$ cat src/rtl/smsc_pkg.sv
// Shared constants and types for the mode and supply control register bank.
package smsc_pkg;
	localparam int FRAME_BITS = 16;
	localparam int ADDR_BITS = 7;
	localparam logic [6:0] ADDR_MODE_SUPPLY = 7'h01;
	localparam logic [6:0] ADDR_HARDWARE_CONTROL = 7'h02;
	localparam logic [7:0] MODE_SUPPLY_POR = 8'h00;
	localparam logic [7:0] HARDWARE_CONTROL_POR = 8'h00;
	localparam logic [7:0] MODE_SUPPLY_WMASK = 8'hDF;
	localparam logic [7:0] HARDWARE_CONTROL_WMASK = 8'h61;
	localparam int MODE_HI = 7;
	localparam int MODE_LO = 6;
	localparam int RAIL_HI = 4;
	localparam int RAIL_LO = 3;
	localparam int OV_EN_BIT = 2;
	localparam int THR_HI = 1;
	localparam int THR_LO = 0;
	localparam int SRO_SUPPRESS_BIT = 6;
	localparam int FO_SW_BIT = 5;
	localparam int CFG_BIT = 0;
	localparam logic [1:0] MODE_NORMAL = 2'h0;
	localparam logic [1:0] MODE_SLEEP = 2'h1;
	localparam logic [1:0] MODE_STOP = 2'h2;
	localparam logic [1:0] MODE_SOFT_RESET = 2'h3;
	localparam logic [1:0] RAIL_OFF = 2'h0;
	localparam logic [5:0] SCK_DIV = 6'h04;
	localparam logic [4:0] BIT_CNT_INIT = 5'h00;
	// APB map of the controller.
	localparam logic [7:0] APB_CMD = 8'h00;
	localparam logic [7:0] APB_STATUS = 8'h04;
	localparam logic [7:0] APB_RDATA = 8'h08;
	typedef enum logic [1:0] {SMSC_IDLE, SMSC_SHIFT, SMSC_DONE} smsc_state_t;
endpackage

$ cat src/rtl/smsc_if.sv
// Four-wire serial link between the controller and the register bank.
`timescale 1ns/10ps
interface smsc_if;
	logic csn;
	logic sck;
	logic mosi;
	logic miso;
	modport dev (input csn, input sck, input mosi, output miso);
	modport ctl (output csn, output sck, output mosi, input miso);
endinterface

$ cat src/rtl/smsc_device.sv
// Register bank end: serial slave holding mode, supply and hardware control bytes.
`timescale 1ns/10ps
module smsc_device (
	input wire logic CLK_SYS,
	input wire logic RESET,
	// Serial link.
	smsc_if.dev LINK,
	// Device events.
	input wire logic RESTART_ENTER,
	input wire logic OVERTEMP_EVENT,
	input wire logic RAIL1_OV_EVENT,
	input wire logic WDOG_FAIL_EVENT,
	input wire logic FAILURE_FLAG,
	input wire logic IN_STOP,
	input wire logic IN_NORMAL,
	input wire logic IN_FAILSAFE,
	// Control outputs.
	output logic [1:0] MODE_REQUEST,
	output logic SOFT_RESET_PULSE,
	output logic RESET_OUTPUT_PIN_N,
	output logic SECOND_RAIL_ON,
	output logic [1:0] MAIN_RAIL_RESET_THRESHOLD,
	output logic MAIN_RAIL_OVERVOLTAGE_FLAG,
	output logic ESCALATE_REQUEST,
	output logic FAILURE_OUTPUT_PINS
);
	logic [7:0] mode_supply;
	logic [7:0] hardware_control;
	logic [15:0] shift_in;
	logic [7:0] shift_out;
	logic [4:0] bit_cnt;
	logic sck_d;
	logic wd_fail_seen;
	logic [1:0] rail_field;
	logic [6:0] addr;
	logic [6:0] rd_addr;
	logic [7:0] rd_byte;
	logic rise;
	logic fall;
	logic frame_end;
	logic wr_frame;
	logic [1:0] req_mode;
	logic soft_reset_now;

	assign rise = LINK.sck & ~sck_d;
	assign fall = ~LINK.sck & sck_d;
	// Bits arrive MSB first, so the command byte lands in the upper half.
	assign addr = shift_in[14:8];
	// The reply byte is picked after only eight bits, while the command byte still sits low.
	assign rd_addr = shift_in[6:0];
	assign wr_frame = (bit_cnt == 5'(smsc_pkg::FRAME_BITS)) & shift_in[15];
	assign frame_end = LINK.csn & ~sck_d & (bit_cnt == 5'(smsc_pkg::FRAME_BITS));
	assign req_mode = shift_in[smsc_pkg::MODE_HI:smsc_pkg::MODE_LO];
	assign soft_reset_now = frame_end & wr_frame & (addr == smsc_pkg::ADDR_MODE_SUPPLY)
		& (req_mode == smsc_pkg::MODE_SOFT_RESET);

	always_comb begin
		case (rd_addr)
			smsc_pkg::ADDR_MODE_SUPPLY: rd_byte = mode_supply;
			smsc_pkg::ADDR_HARDWARE_CONTROL: rd_byte = hardware_control;
			default: rd_byte = 8'h00;
		endcase
	end

	always_ff @(posedge CLK_SYS) begin
		if (RESET) begin
			sck_d <= 1'b0;
		end else begin
			sck_d <= LINK.sck;
		end
	end

	// Frame receive: sample on rising clock edge, MSB first.
	always_ff @(posedge CLK_SYS) begin
		if (RESET || LINK.csn) begin
			bit_cnt <= smsc_pkg::BIT_CNT_INIT;
		end else if (rise && bit_cnt != 5'(smsc_pkg::FRAME_BITS)) begin
			bit_cnt <= bit_cnt + 5'h01;
		end
	end

	always_ff @(posedge CLK_SYS) begin
		if (RESET) begin
			shift_in <= 16'h0000;
		end else if (!LINK.csn && rise && bit_cnt != 5'(smsc_pkg::FRAME_BITS)) begin
			shift_in <= {shift_in[14:0], LINK.mosi};
		end
	end

	// The data byte out is loaded after the command byte, before any write lands,
	// so a write frame returns the content programmed before it.
	always_ff @(posedge CLK_SYS) begin
		if (RESET) begin
			shift_out <= 8'h00;
		end else if (!LINK.csn && fall && bit_cnt == 5'h08) begin
			shift_out <= rd_byte;
		end else if (!LINK.csn && fall && bit_cnt > 5'h08) begin
			shift_out <= {shift_out[6:0], 1'b0};
		end
	end

	always_ff @(posedge CLK_SYS) begin
		if (RESET) begin
			LINK.miso <= 1'b0;
		end else if (!LINK.csn && fall && bit_cnt == 5'h08) begin
			LINK.miso <= rd_byte[7];
		end else if (!LINK.csn && fall && bit_cnt > 5'h08) begin
			LINK.miso <= shift_out[6];
		end else if (LINK.csn) begin
			LINK.miso <= 1'b0;
		end
	end

	// Mode and supply control byte.
	always_ff @(posedge CLK_SYS) begin
		if (RESET || soft_reset_now) begin
			mode_supply <= smsc_pkg::MODE_SUPPLY_POR;
		end else if (RESTART_ENTER) begin
			// Threshold bits survive a restart; mode goes normal, rail off.
			mode_supply[smsc_pkg::MODE_HI:smsc_pkg::MODE_LO] <= smsc_pkg::MODE_NORMAL;
			mode_supply[smsc_pkg::RAIL_HI:smsc_pkg::RAIL_LO] <= smsc_pkg::RAIL_OFF;
			mode_supply[smsc_pkg::OV_EN_BIT] <= 1'b0;
		end else begin
			if (frame_end && wr_frame && addr == smsc_pkg::ADDR_MODE_SUPPLY) begin
				// Reserved bit is masked off.
				mode_supply <= (shift_in[7:0] & smsc_pkg::MODE_SUPPLY_WMASK);
				if (mode_supply[smsc_pkg::MODE_HI:smsc_pkg::MODE_LO] == smsc_pkg::MODE_STOP
					&& req_mode == smsc_pkg::MODE_SLEEP) begin
					mode_supply[smsc_pkg::MODE_HI:smsc_pkg::MODE_LO] <= smsc_pkg::MODE_STOP;
				end
			end
			if (OVERTEMP_EVENT) begin
				mode_supply[smsc_pkg::RAIL_HI:smsc_pkg::RAIL_LO] <= smsc_pkg::RAIL_OFF;
			end
		end
	end

	// Hardware control byte.
	always_ff @(posedge CLK_SYS) begin
		if (RESET || soft_reset_now) begin
			hardware_control <= smsc_pkg::HARDWARE_CONTROL_POR;
		end else if (RESTART_ENTER) begin
			hardware_control[smsc_pkg::FO_SW_BIT] <= 1'b0;
		end else if (frame_end && wr_frame && addr == smsc_pkg::ADDR_HARDWARE_CONTROL) begin
			hardware_control <= shift_in[7:0] & smsc_pkg::HARDWARE_CONTROL_WMASK;
		end
	end

	// Watchdog escalation: with config bit low, the second failure escalates.
	always_ff @(posedge CLK_SYS) begin
		if (RESET || RESTART_ENTER) begin
			wd_fail_seen <= 1'b0;
			ESCALATE_REQUEST <= 1'b0;
		end else begin
			ESCALATE_REQUEST <= 1'b0;
			if (WDOG_FAIL_EVENT) begin
				wd_fail_seen <= 1'b1;
				if (wd_fail_seen && !hardware_control[smsc_pkg::CFG_BIT]) begin
					ESCALATE_REQUEST <= 1'b1;
				end
			end
			if (RAIL1_OV_EVENT && mode_supply[smsc_pkg::OV_EN_BIT]) begin
				ESCALATE_REQUEST <= 1'b1;
			end
		end
	end

	// Overvoltage flag is sticky and set regardless of the enable bit.
	always_ff @(posedge CLK_SYS) begin
		if (RESET) begin
			MAIN_RAIL_OVERVOLTAGE_FLAG <= 1'b0;
		end else if (RAIL1_OV_EVENT) begin
			MAIN_RAIL_OVERVOLTAGE_FLAG <= 1'b1;
		end
	end

	always_ff @(posedge CLK_SYS) begin
		if (RESET) begin
			SOFT_RESET_PULSE <= 1'b0;
			RESET_OUTPUT_PIN_N <= 1'b0;
		end else begin
			SOFT_RESET_PULSE <= soft_reset_now;
			RESET_OUTPUT_PIN_N <= ~(soft_reset_now & ~hardware_control[smsc_pkg::SRO_SUPPRESS_BIT]);
		end
	end

	assign rail_field = mode_supply[smsc_pkg::RAIL_HI:smsc_pkg::RAIL_LO];
	always_ff @(posedge CLK_SYS) begin
		if (RESET) begin
			SECOND_RAIL_ON <= 1'b0;
			MODE_REQUEST <= smsc_pkg::MODE_NORMAL;
			MAIN_RAIL_RESET_THRESHOLD <= 2'h0;
			FAILURE_OUTPUT_PINS <= 1'b0;
		end else begin
			case (rail_field)
				2'h1: SECOND_RAIL_ON <= IN_NORMAL;
				2'h2: SECOND_RAIL_ON <= IN_NORMAL | IN_STOP;
				2'h3: SECOND_RAIL_ON <= ~IN_FAILSAFE;
				default: SECOND_RAIL_ON <= 1'b0;
			endcase
			MODE_REQUEST <= mode_supply[smsc_pkg::MODE_HI:smsc_pkg::MODE_LO];
			MAIN_RAIL_RESET_THRESHOLD <= mode_supply[smsc_pkg::THR_HI:smsc_pkg::THR_LO];
			FAILURE_OUTPUT_PINS <= hardware_control[smsc_pkg::FO_SW_BIT] | FAILURE_FLAG;
		end
	end
endmodule

$ cat src/flat_wrapper.sv
// flat-port wrapper written by rule: the top's interface ports become plain ports
module smsc_device_flat 
  (CLK_SYS, RESET, RESTART_ENTER, OVERTEMP_EVENT, RAIL1_OV_EVENT, WDOG_FAIL_EVENT, FAILURE_FLAG, IN_STOP, IN_NORMAL, IN_FAILSAFE, MODE_REQUEST, SOFT_RESET_PULSE, RESET_OUTPUT_PIN_N, SECOND_RAIL_ON, MAIN_RAIL_RESET_THRESHOLD, MAIN_RAIL_OVERVOLTAGE_FLAG, ESCALATE_REQUEST, FAILURE_OUTPUT_PINS, LINK_csn, LINK_sck, LINK_mosi, LINK_miso);
  smsc_if LINK_i ();
  input wire logic CLK_SYS;
  input wire logic RESET;
  input wire logic RESTART_ENTER;
  input wire logic OVERTEMP_EVENT;
  input wire logic RAIL1_OV_EVENT;
  input wire logic WDOG_FAIL_EVENT;
  input wire logic FAILURE_FLAG;
  input wire logic IN_STOP;
  input wire logic IN_NORMAL;
  input wire logic IN_FAILSAFE;
  output logic [1:0] MODE_REQUEST;
  output logic SOFT_RESET_PULSE;
  output logic RESET_OUTPUT_PIN_N;
  output logic SECOND_RAIL_ON;
  output logic [1:0] MAIN_RAIL_RESET_THRESHOLD;
  output logic MAIN_RAIL_OVERVOLTAGE_FLAG;
  output logic ESCALATE_REQUEST;
  output logic FAILURE_OUTPUT_PINS;
  input wire logic [$bits(LINK_i.csn)-1:0] LINK_csn;
  input wire logic [$bits(LINK_i.sck)-1:0] LINK_sck;
  input wire logic [$bits(LINK_i.mosi)-1:0] LINK_mosi;
  output wire logic [$bits(LINK_i.miso)-1:0] LINK_miso;
  assign LINK_i.csn = LINK_csn;
  assign LINK_i.sck = LINK_sck;
  assign LINK_i.mosi = LINK_mosi;
  assign LINK_miso = LINK_i.miso;
  smsc_device u_core (.CLK_SYS(CLK_SYS), .RESET(RESET), .LINK(LINK_i), .RESTART_ENTER(RESTART_ENTER), .OVERTEMP_EVENT(OVERTEMP_EVENT), .RAIL1_OV_EVENT(RAIL1_OV_EVENT), .WDOG_FAIL_EVENT(WDOG_FAIL_EVENT), .FAILURE_FLAG(FAILURE_FLAG), .IN_STOP(IN_STOP), .IN_NORMAL(IN_NORMAL), .IN_FAILSAFE(IN_FAILSAFE), .MODE_REQUEST(MODE_REQUEST), .SOFT_RESET_PULSE(SOFT_RESET_PULSE), .RESET_OUTPUT_PIN_N(RESET_OUTPUT_PIN_N), .SECOND_RAIL_ON(SECOND_RAIL_ON), .MAIN_RAIL_RESET_THRESHOLD(MAIN_RAIL_RESET_THRESHOLD), .MAIN_RAIL_OVERVOLTAGE_FLAG(MAIN_RAIL_OVERVOLTAGE_FLAG), .ESCALATE_REQUEST(ESCALATE_REQUEST), .FAILURE_OUTPUT_PINS(FAILURE_OUTPUT_PINS));
endmodule
$ cat config.mk
export PLATFORM = sky130hd
export DESIGN_NAME = smsc_device_flat
export DESIGN_NICKNAME = d
export VERILOG_FILES = /design/src/rtl/smsc_pkg.sv /design/src/rtl/smsc_if.sv /design/src/rtl/smsc_device.sv /design/src/flat_wrapper.sv
export SDC_FILE = /design/constraint.sdc
export NUM_CORES = 1
export LEC_CHECK = 0
export ABC_AREA = 1
export BUFFER_PORTS_ARGS = -buffer_cell sky130_fd_sc_hd__buf_2
export CORE_AREA = 2 2 82 84
export DETAILED_ROUTE_END_ITERATION = 7
export DIE_AREA = 0 0 84 86
export PLACE_DENSITY = 0.52
export SLEW_MARGIN = 30
export SYNTH_ARGS = -nofsm -noshare
export SYNTH_HDL_FRONTEND = slang
export SYNTH_SLANG_ARGS = --single-unit
export TNS_END_PERCENT = 10
$ cat constraint.sdc
create_clock -name CLK_SYS -period 1.4 [get_ports CLK_SYS]
set_clock_uncertainty 0.05 [all_clocks]
set_input_delay 0.07 -clock CLK_SYS [delete_from_list [all_inputs] [get_ports CLK_SYS]]
set_output_delay 0.07 -clock CLK_SYS [all_outputs]
set_load 0.005 [all_outputs]
# == Word level (Yosys, flattened, before mapping) ==
# Cells that the tools add are included.
# Widths: inputs -> output; s select.
# classes
n_reduce_logical,23
n_eq_ne,13
addsub,1
n_mux,11
magnitude_cmp,1
n_mul,0
bitwise_logic,17
div_mod_pow,0
n_shift,0
# op_table
cell,count
$pmux 8 s2,1
$eq 7x1->1 const B,2
$eq 7x2->1 const B,2
$mux 7,2
$logic_and 1x1->1,12
$and 1x1->1,9
$eq 2x2->1 const B,4
$mux 1,6
$not 1->1,6
$add 5x1->5 const B,1
$eq 5x4->1 const B,1
$eq 5x5->1 const B,1
$gt 5x4->1 const B,1
$ne 5x5->1 const B,1
$eq 2x1->1 const B,2
$reduce_and 2->1,2
$logic_or 1x1->1,3
$pmux 1 s3,1
$reduce_bool 3->1,1
$reduce_or 3->1,1
$logic_not 1->1,2
$mux 2,1
$or 1x1->1,2
$reduce_bool 2->1,1
$reduce_or 2->1,1
# word_totals
latchBits,0
word_cells,85
mem_count,0
input_bits,13
ff_bits,51
rom_bits,0
mem_bits_rw,0
out_inout_bits,11

# == Depth between registers and ports, before layout ==
# depth
ltp_word,8
ltp_mapped,11
ltp_nobuf,11

# == Worst setup path before layout ==
# Ideal clock, no wire load.
# synth_timing
path_type,register -> register
startpoint,register u_core.bit_cnt[0]
endpoint,register u_core.shift_in[7]
setup_time_ns,0.122
arrival_ns,1.322
required_ns,1.228
setup_slack_ns,-0.093
path_stages_with_launch,11
n_path_buf,2
synth_period_minus_slack_ns,1.493
path_cell_list,dfxtp_1 inv_1 ha_1 inv_1 nor2_4 nand3_4 nand2_4 nor2_2 buf_6 buf_8 a21oi_2
# synth_via
elab_chain_cells,2
# synth_rtl
element,line_no,rtl
from (decl),smsc_device.sv:31,logic [4:0] bit_cnt;
from (signal assigned),smsc_device.sv:76,bit_cnt <= smsc_pkg::BIT_CNT_INIT;
from (signal assigned),smsc_device.sv:78,bit_cnt <= bit_cnt + 5'h01;
$ne 5x5->1,smsc_device.sv:85,end else if (!LINK.csn && rise && bit_cnt != 5'(smsc_pkg::FRAME_BITS)) begin
$logic_and 1x1->1,smsc_device.sv:85,
to (signal assigned),smsc_device.sv:86,"shift_in <= {shift_in[14:0], LINK.mosi};"
to (decl),smsc_device.sv:29,logic [15:0] shift_in;
# No other way between the ends.
# A chain may end at the register's enable or synchronous reset.

# == Worst setup path in the final report ==
# layout_timing
startpoint,register u_core.bit_cnt[1]
endpoint,register u_core.mode_supply[2]
# layout_via
elab_chain_cells,7
word_cells_on_any_way,10
cone_classes,eq/ne (1); bitwise (5); reduce/logical (4)
# layout_rtl
element,line_no,rtl
$eq 5x5->1 (*),"smsc_device.sv:51, smsc_device.sv:52",
"$and 1x1->1, on equally long branches","smsc_device.sv:52, smsc_device.sv:51",
$and 1x1->1 (2 in series),smsc_device.sv:54,assign soft_reset_now = frame_end & wr_frame & (addr == smsc_pkg::ADDR_MODE_SUPPLY)
$and 1x1->1,smsc_device.sv:55,& (req_mode == smsc_pkg::MODE_SOFT_RESET);
$logic_or 1x1->1,smsc_device.sv:116,if (RESET || soft_reset_now) begin
$reduce_or 2->1 (no source line),--,
to (signal assigned),smsc_device.sv:117,mode_supply <= smsc_pkg::MODE_SUPPLY_POR;
"to (signal, indexed assignment)",smsc_device.sv:120,mode_supply[smsc_pkg::MODE_HI:smsc_pkg::MODE_LO] <= smsc_pkg::MODE_NORMAL;
"to (signal, indexed assignment)",smsc_device.sv:121,mode_supply[smsc_pkg::RAIL_HI:smsc_pkg::RAIL_LO] <= smsc_pkg::RAIL_OFF;
to (decl),smsc_device.sv:27,logic [7:0] mode_supply;
# Mark *: on every way between the ends. The rest lies on a longest branch, timed or not.

==> key figures <==
Worst setup path
  • Required time worst endpoint: around 1.6 ns
  • Arrival time at the worst endpoint: approximately 1.7 ns
  • Reg-to-reg slack, setup: -0.07 ns
  • Setup CP Type: flop to flop
  • Setup crit start kind: flop
  • Cells on worst reg2reg path: 10
  • Worst Setup End Kind: flop
  • Peak fanout along the critical path: 9
  • Endpoint of the lowest-slack register-to-register path: u_core.mode_supply[2]
  • Startpoint of the lowest-slack register-to-register path: u_core.bit_cnt[1]

Cells and area
  • Fraction of final layout cells with drive strength greater than 1: 31.6%
  • Syn-to-layout area delta: 31.4%
  • Commonest non-fill, non-tap cell in the layout: dfxtp_1
  • Final cell utilization of the core: 47.2%
  • Number of nets in the layout: 359
  • Leading cell types in the layout, fill and taps excluded: dfxtp_1 (49), nor2_1 (36), nand2_1 (35)
  • Diodes inserted: 0

Worst hold path
  • Worst Min Path Start: IN_NORMAL
  • Hold path cells: 3
  • Hold worst-path end: u_core.SECOND_RAIL_ON
  • Worst min path class: input pin to flop

Global routing
  • Aggregate global-route resource usage: 15.0%
  • Pin count of the biggest net entering global routing: 29
  • Aggregate global routing overflow: 0
  • Wire length of the first global-routing pass: 8.77 mm
  • Antenna violations before repair: 0
  • Via count of the first global-routing pass: 1848

Power and ir drop
  • Power Density: 1030 mW/mm^2
  • Part of the total power dissipated in the clock network: between 40% and 50%
  • Seq pwr share: 49.5%
  • Net Sw Frac: 23.6%
  • Int Power: 2.34 mW
  • Net switching power figure: 0.722 mW
  • Peak supply drop: 0.000573 V
  • Leakage component of the power: 1.25 nW
  • Share of power burned in combinational logic: 10.4%

Clocking
  • Number of H-tree levels: 2
  • Clock transition at path regs: 0.10 ns
  • TritonCTS clock tree: yes
  • Sink Count: 51
  • CTS max path bufs: 2
  • Latest clock arrival within the worst-skew pair: 0.31 ns
  • TritonCTS Buffers: 5
  • Clk Tree Root Cell: clkbuf_8

STA
  • Relative max-transition margin: between 60% and 70%
  • Share of the cycle needed by the critical path after routing: 105%
  • Transition time at the pin with the least slew margin: 0.508 ns
  • Worst-case hold slack: 0.0348 ns
  • Setup violators final: 29
  • Min cycle time layout: ~1.5 ns
  • Setup repair after global routing missed its margin: yes
  • Final hold viol count: 0
  • Post-layout worst setup margin: -0.0683 ns
  • Maximum achievable frequency: around 700 MHz
  • Number of max-slew violations in the final report: 0

Detailed routing
  • Antenna-violating nets left: 0
  • Count of routing violations after the opening detailed-route iteration: 97
  • Average wire per standard cell: approximately 12 um
  • Routed wl met3: 186 um
  • Met2 layer wire length in the routed design: between 2 and 2.5 mm
  • Total via count after detailed routing: 1997
  • Number of iterations in the first detailed-routing pass: 4
  • Residual DRC: 0
  • Total routed wire length on the met1 layer: roughly 2.6 mm
  • Highest metal used: met4
  • Total routed wirelength: between 5 and 6 mm
  • Number of vias per cell: 4.73

Floorplan
  • Initial Util: between 30% and 40%
  • DIE AREA: 0.00722 mm^2
  • Total I/O pin count: 24
  • Std cell rows: 29
  • Area of the core region: around 0.0063 mm^2
  • Die Span X: 84 um
  • Die outline height: about 86 um

Placement
  • Gpl congestion: 0.743
  • Detailed Place HPWL: 3.75 mm
  • I/O Buffers: 23

Logic synthesis
  • Number of cells produced by synthesis: 287
  • Total number of yosys warnings: 0
  • Cell types with the largest area share after synthesis: dfxtp_1 (45%), nor2_1 (6.3%), nand2_1 (6.2%), inv_1 (5.8%), nand3_1 (4.9%)
  • Summed instance area of the synthesized netlist: 0.00225 mm^2
  • Total nets after synthesis: ~300
  • Unique cell type count in the Yosys netlist: 32
  • Average instance area after synthesis: between 7 and 8 um^2
  • Number of synthesized register bits: 51
  • Sequential fraction of the synthesis area: 45.3%
  • Share of the synthesized area in the top cell type: 45.3%
  • Post-synth top area cell: dfxtp_1

Run
  • Max Cap Viol: 0

Outcome
  • Outcome: finished with violations
  • Violated checks: negative setup slack
## power by group through the flow
stage / Sequential [mW] / Clock, mW / Combinational [mW]
after floorplan: 1.55 / 0 / 0.172
after global placement: 1.55 / 0 / 0.272
after detailed placement: 1.55 / 0 / 0.275
after CTS: 1.52 / 1.25 / 0.303
after global routing: 1.52 / 1.31 / 0.352
final: 1.52 / 1.23 / 0.317
## flip-flops by register name, indices dropped and copies added, names as in the netlist
| register | flops |
|---|---|
| u_core.wd_fail_seen | 1 |
| u_core.RESET_OUTPUT_PIN_N | 1 |
| u_core.LINK.miso | 1 |
| u_core.mode_supply | 7 |
| u_core.bit_cnt | 5 |
| u_core.shift_in | 16 |
| u_core.ESCALATE_REQUEST | 1 |
| u_core.FAILURE_OUTPUT_PINS | 1 |
| u_core.hardware_control | 3 |
| u_core.shift_out | 7 |
| u_core.SOFT_RESET_PULSE | 1 |
| u_core.SECOND_RAIL_ON | 1 |
| u_core.MODE_REQUEST | 2 |
| u_core.sck_d | 1 |
| u_core.MAIN_RAIL_OVERVOLTAGE_FLAG | 1 |
| u_core.MAIN_RAIL_RESET_THRESHOLD | 2 |
## cell type report
class / count / area, um^2
Inverter: 41 / 159
Tap cell: 77 / 96.3
Fill cell: 648 / 3320
Clock buffer: 5 / 68.8
Clock inverter: 3 / 67.6
Timing Repair Buffer: 57 / 432
Sequential cell: 51 / 1020
Multi-Input combinational cell: 188 / 1110
## Yosys cell counts, drive strengths merged
cell type and number:
clkinv 1, inv 40, a211oi 2, a21oi 28, nor3 2, nand3 25
a31oi 5, clkbuf 4, nand3b 1, nor2 44, ha 2, buf 3
o31ai 1, o21ai 24, nand2 41, xor2 1, dfxtp 51, nand4 12
## repair_timing
item                                    4_1_cts  5_1_grt
endpoints found under the setup margin       37       41
pin swaps                                     4        6
endpoints found under the hold margin         9        0
gates cloned                                  0        1
buffers inserted                              1        0
hold buffers                                  8        0
resized for setup                            13       10
## routing by layer
metal | global-route usage (%) | vias up
met5 | 0 | -
met2 | 23.1 | 24
li1 | - | 1064
met4 | 4.25 | 0
met3 | 3.27 | 5
met1 | 21.2 | 904
## stage by stage
stage	area (um^2)	worst slack (ns)	power, mW	std cells	TNS, ns
finish	2960	-0.0683	3.06	422	-1.33
global route	2960	-0.175	3.19	422	-4.74
CTS	2910	-0.0964	3.07	421	-2.07
detailed placement	2640	-0.107	1.83	404	-2.28
global placement	2640	-0.0819	1.82	404	-1.59
floorplan	2290	-0.0266	1.72	287	-0.456
## critical path: stages (launching register included)
cell and delay [ns]:
dfxtp_2 0.33, inv_2 0.07, ha_4 0.14, inv_4 0.03
nor2_4 0.11, nand3_4 0.12, nor2_8 0.16, nand2_4 0.11
clkinv_1 0.07, nand2_1 0.06, a21oi_1 0.14
## cells by family after synthesis
kind of cell | Yosys count | share of synthesized area, %
fa+ha+maj | 2 | 1.11
simple gates | 125 | 28.6
compound gates | 60 | 15.6
buf+inv | 48 | 8.99
xor+xnor | 1 | 0.389
flops | 51 | 45.3
## how the worst max path moves through the flow
| stage | start | end | slack (ns) |
|---|---|---|---|
| global route | u_core.bit_cnt[0] | u_core.shift_in[12] | -0.18 |
| floorplan | u_core.bit_cnt[1] | u_core.shift_in[3] | -0.03 |
| global placement | u_core.bit_cnt[1] | u_core.RESET_OUTPUT_PIN_N | -0.08 |
| detailed placement | u_core.bit_cnt[1] | u_core.mode_supply[6] | -0.11 |
| finish | u_core.bit_cnt[1] | u_core.mode_supply[2] | -0.07 |
| CTS | u_core.bit_cnt[1] | u_core.SOFT_RESET_PULSE | -0.1 |
Note: power is estimated with default switching activity, not from simulation.
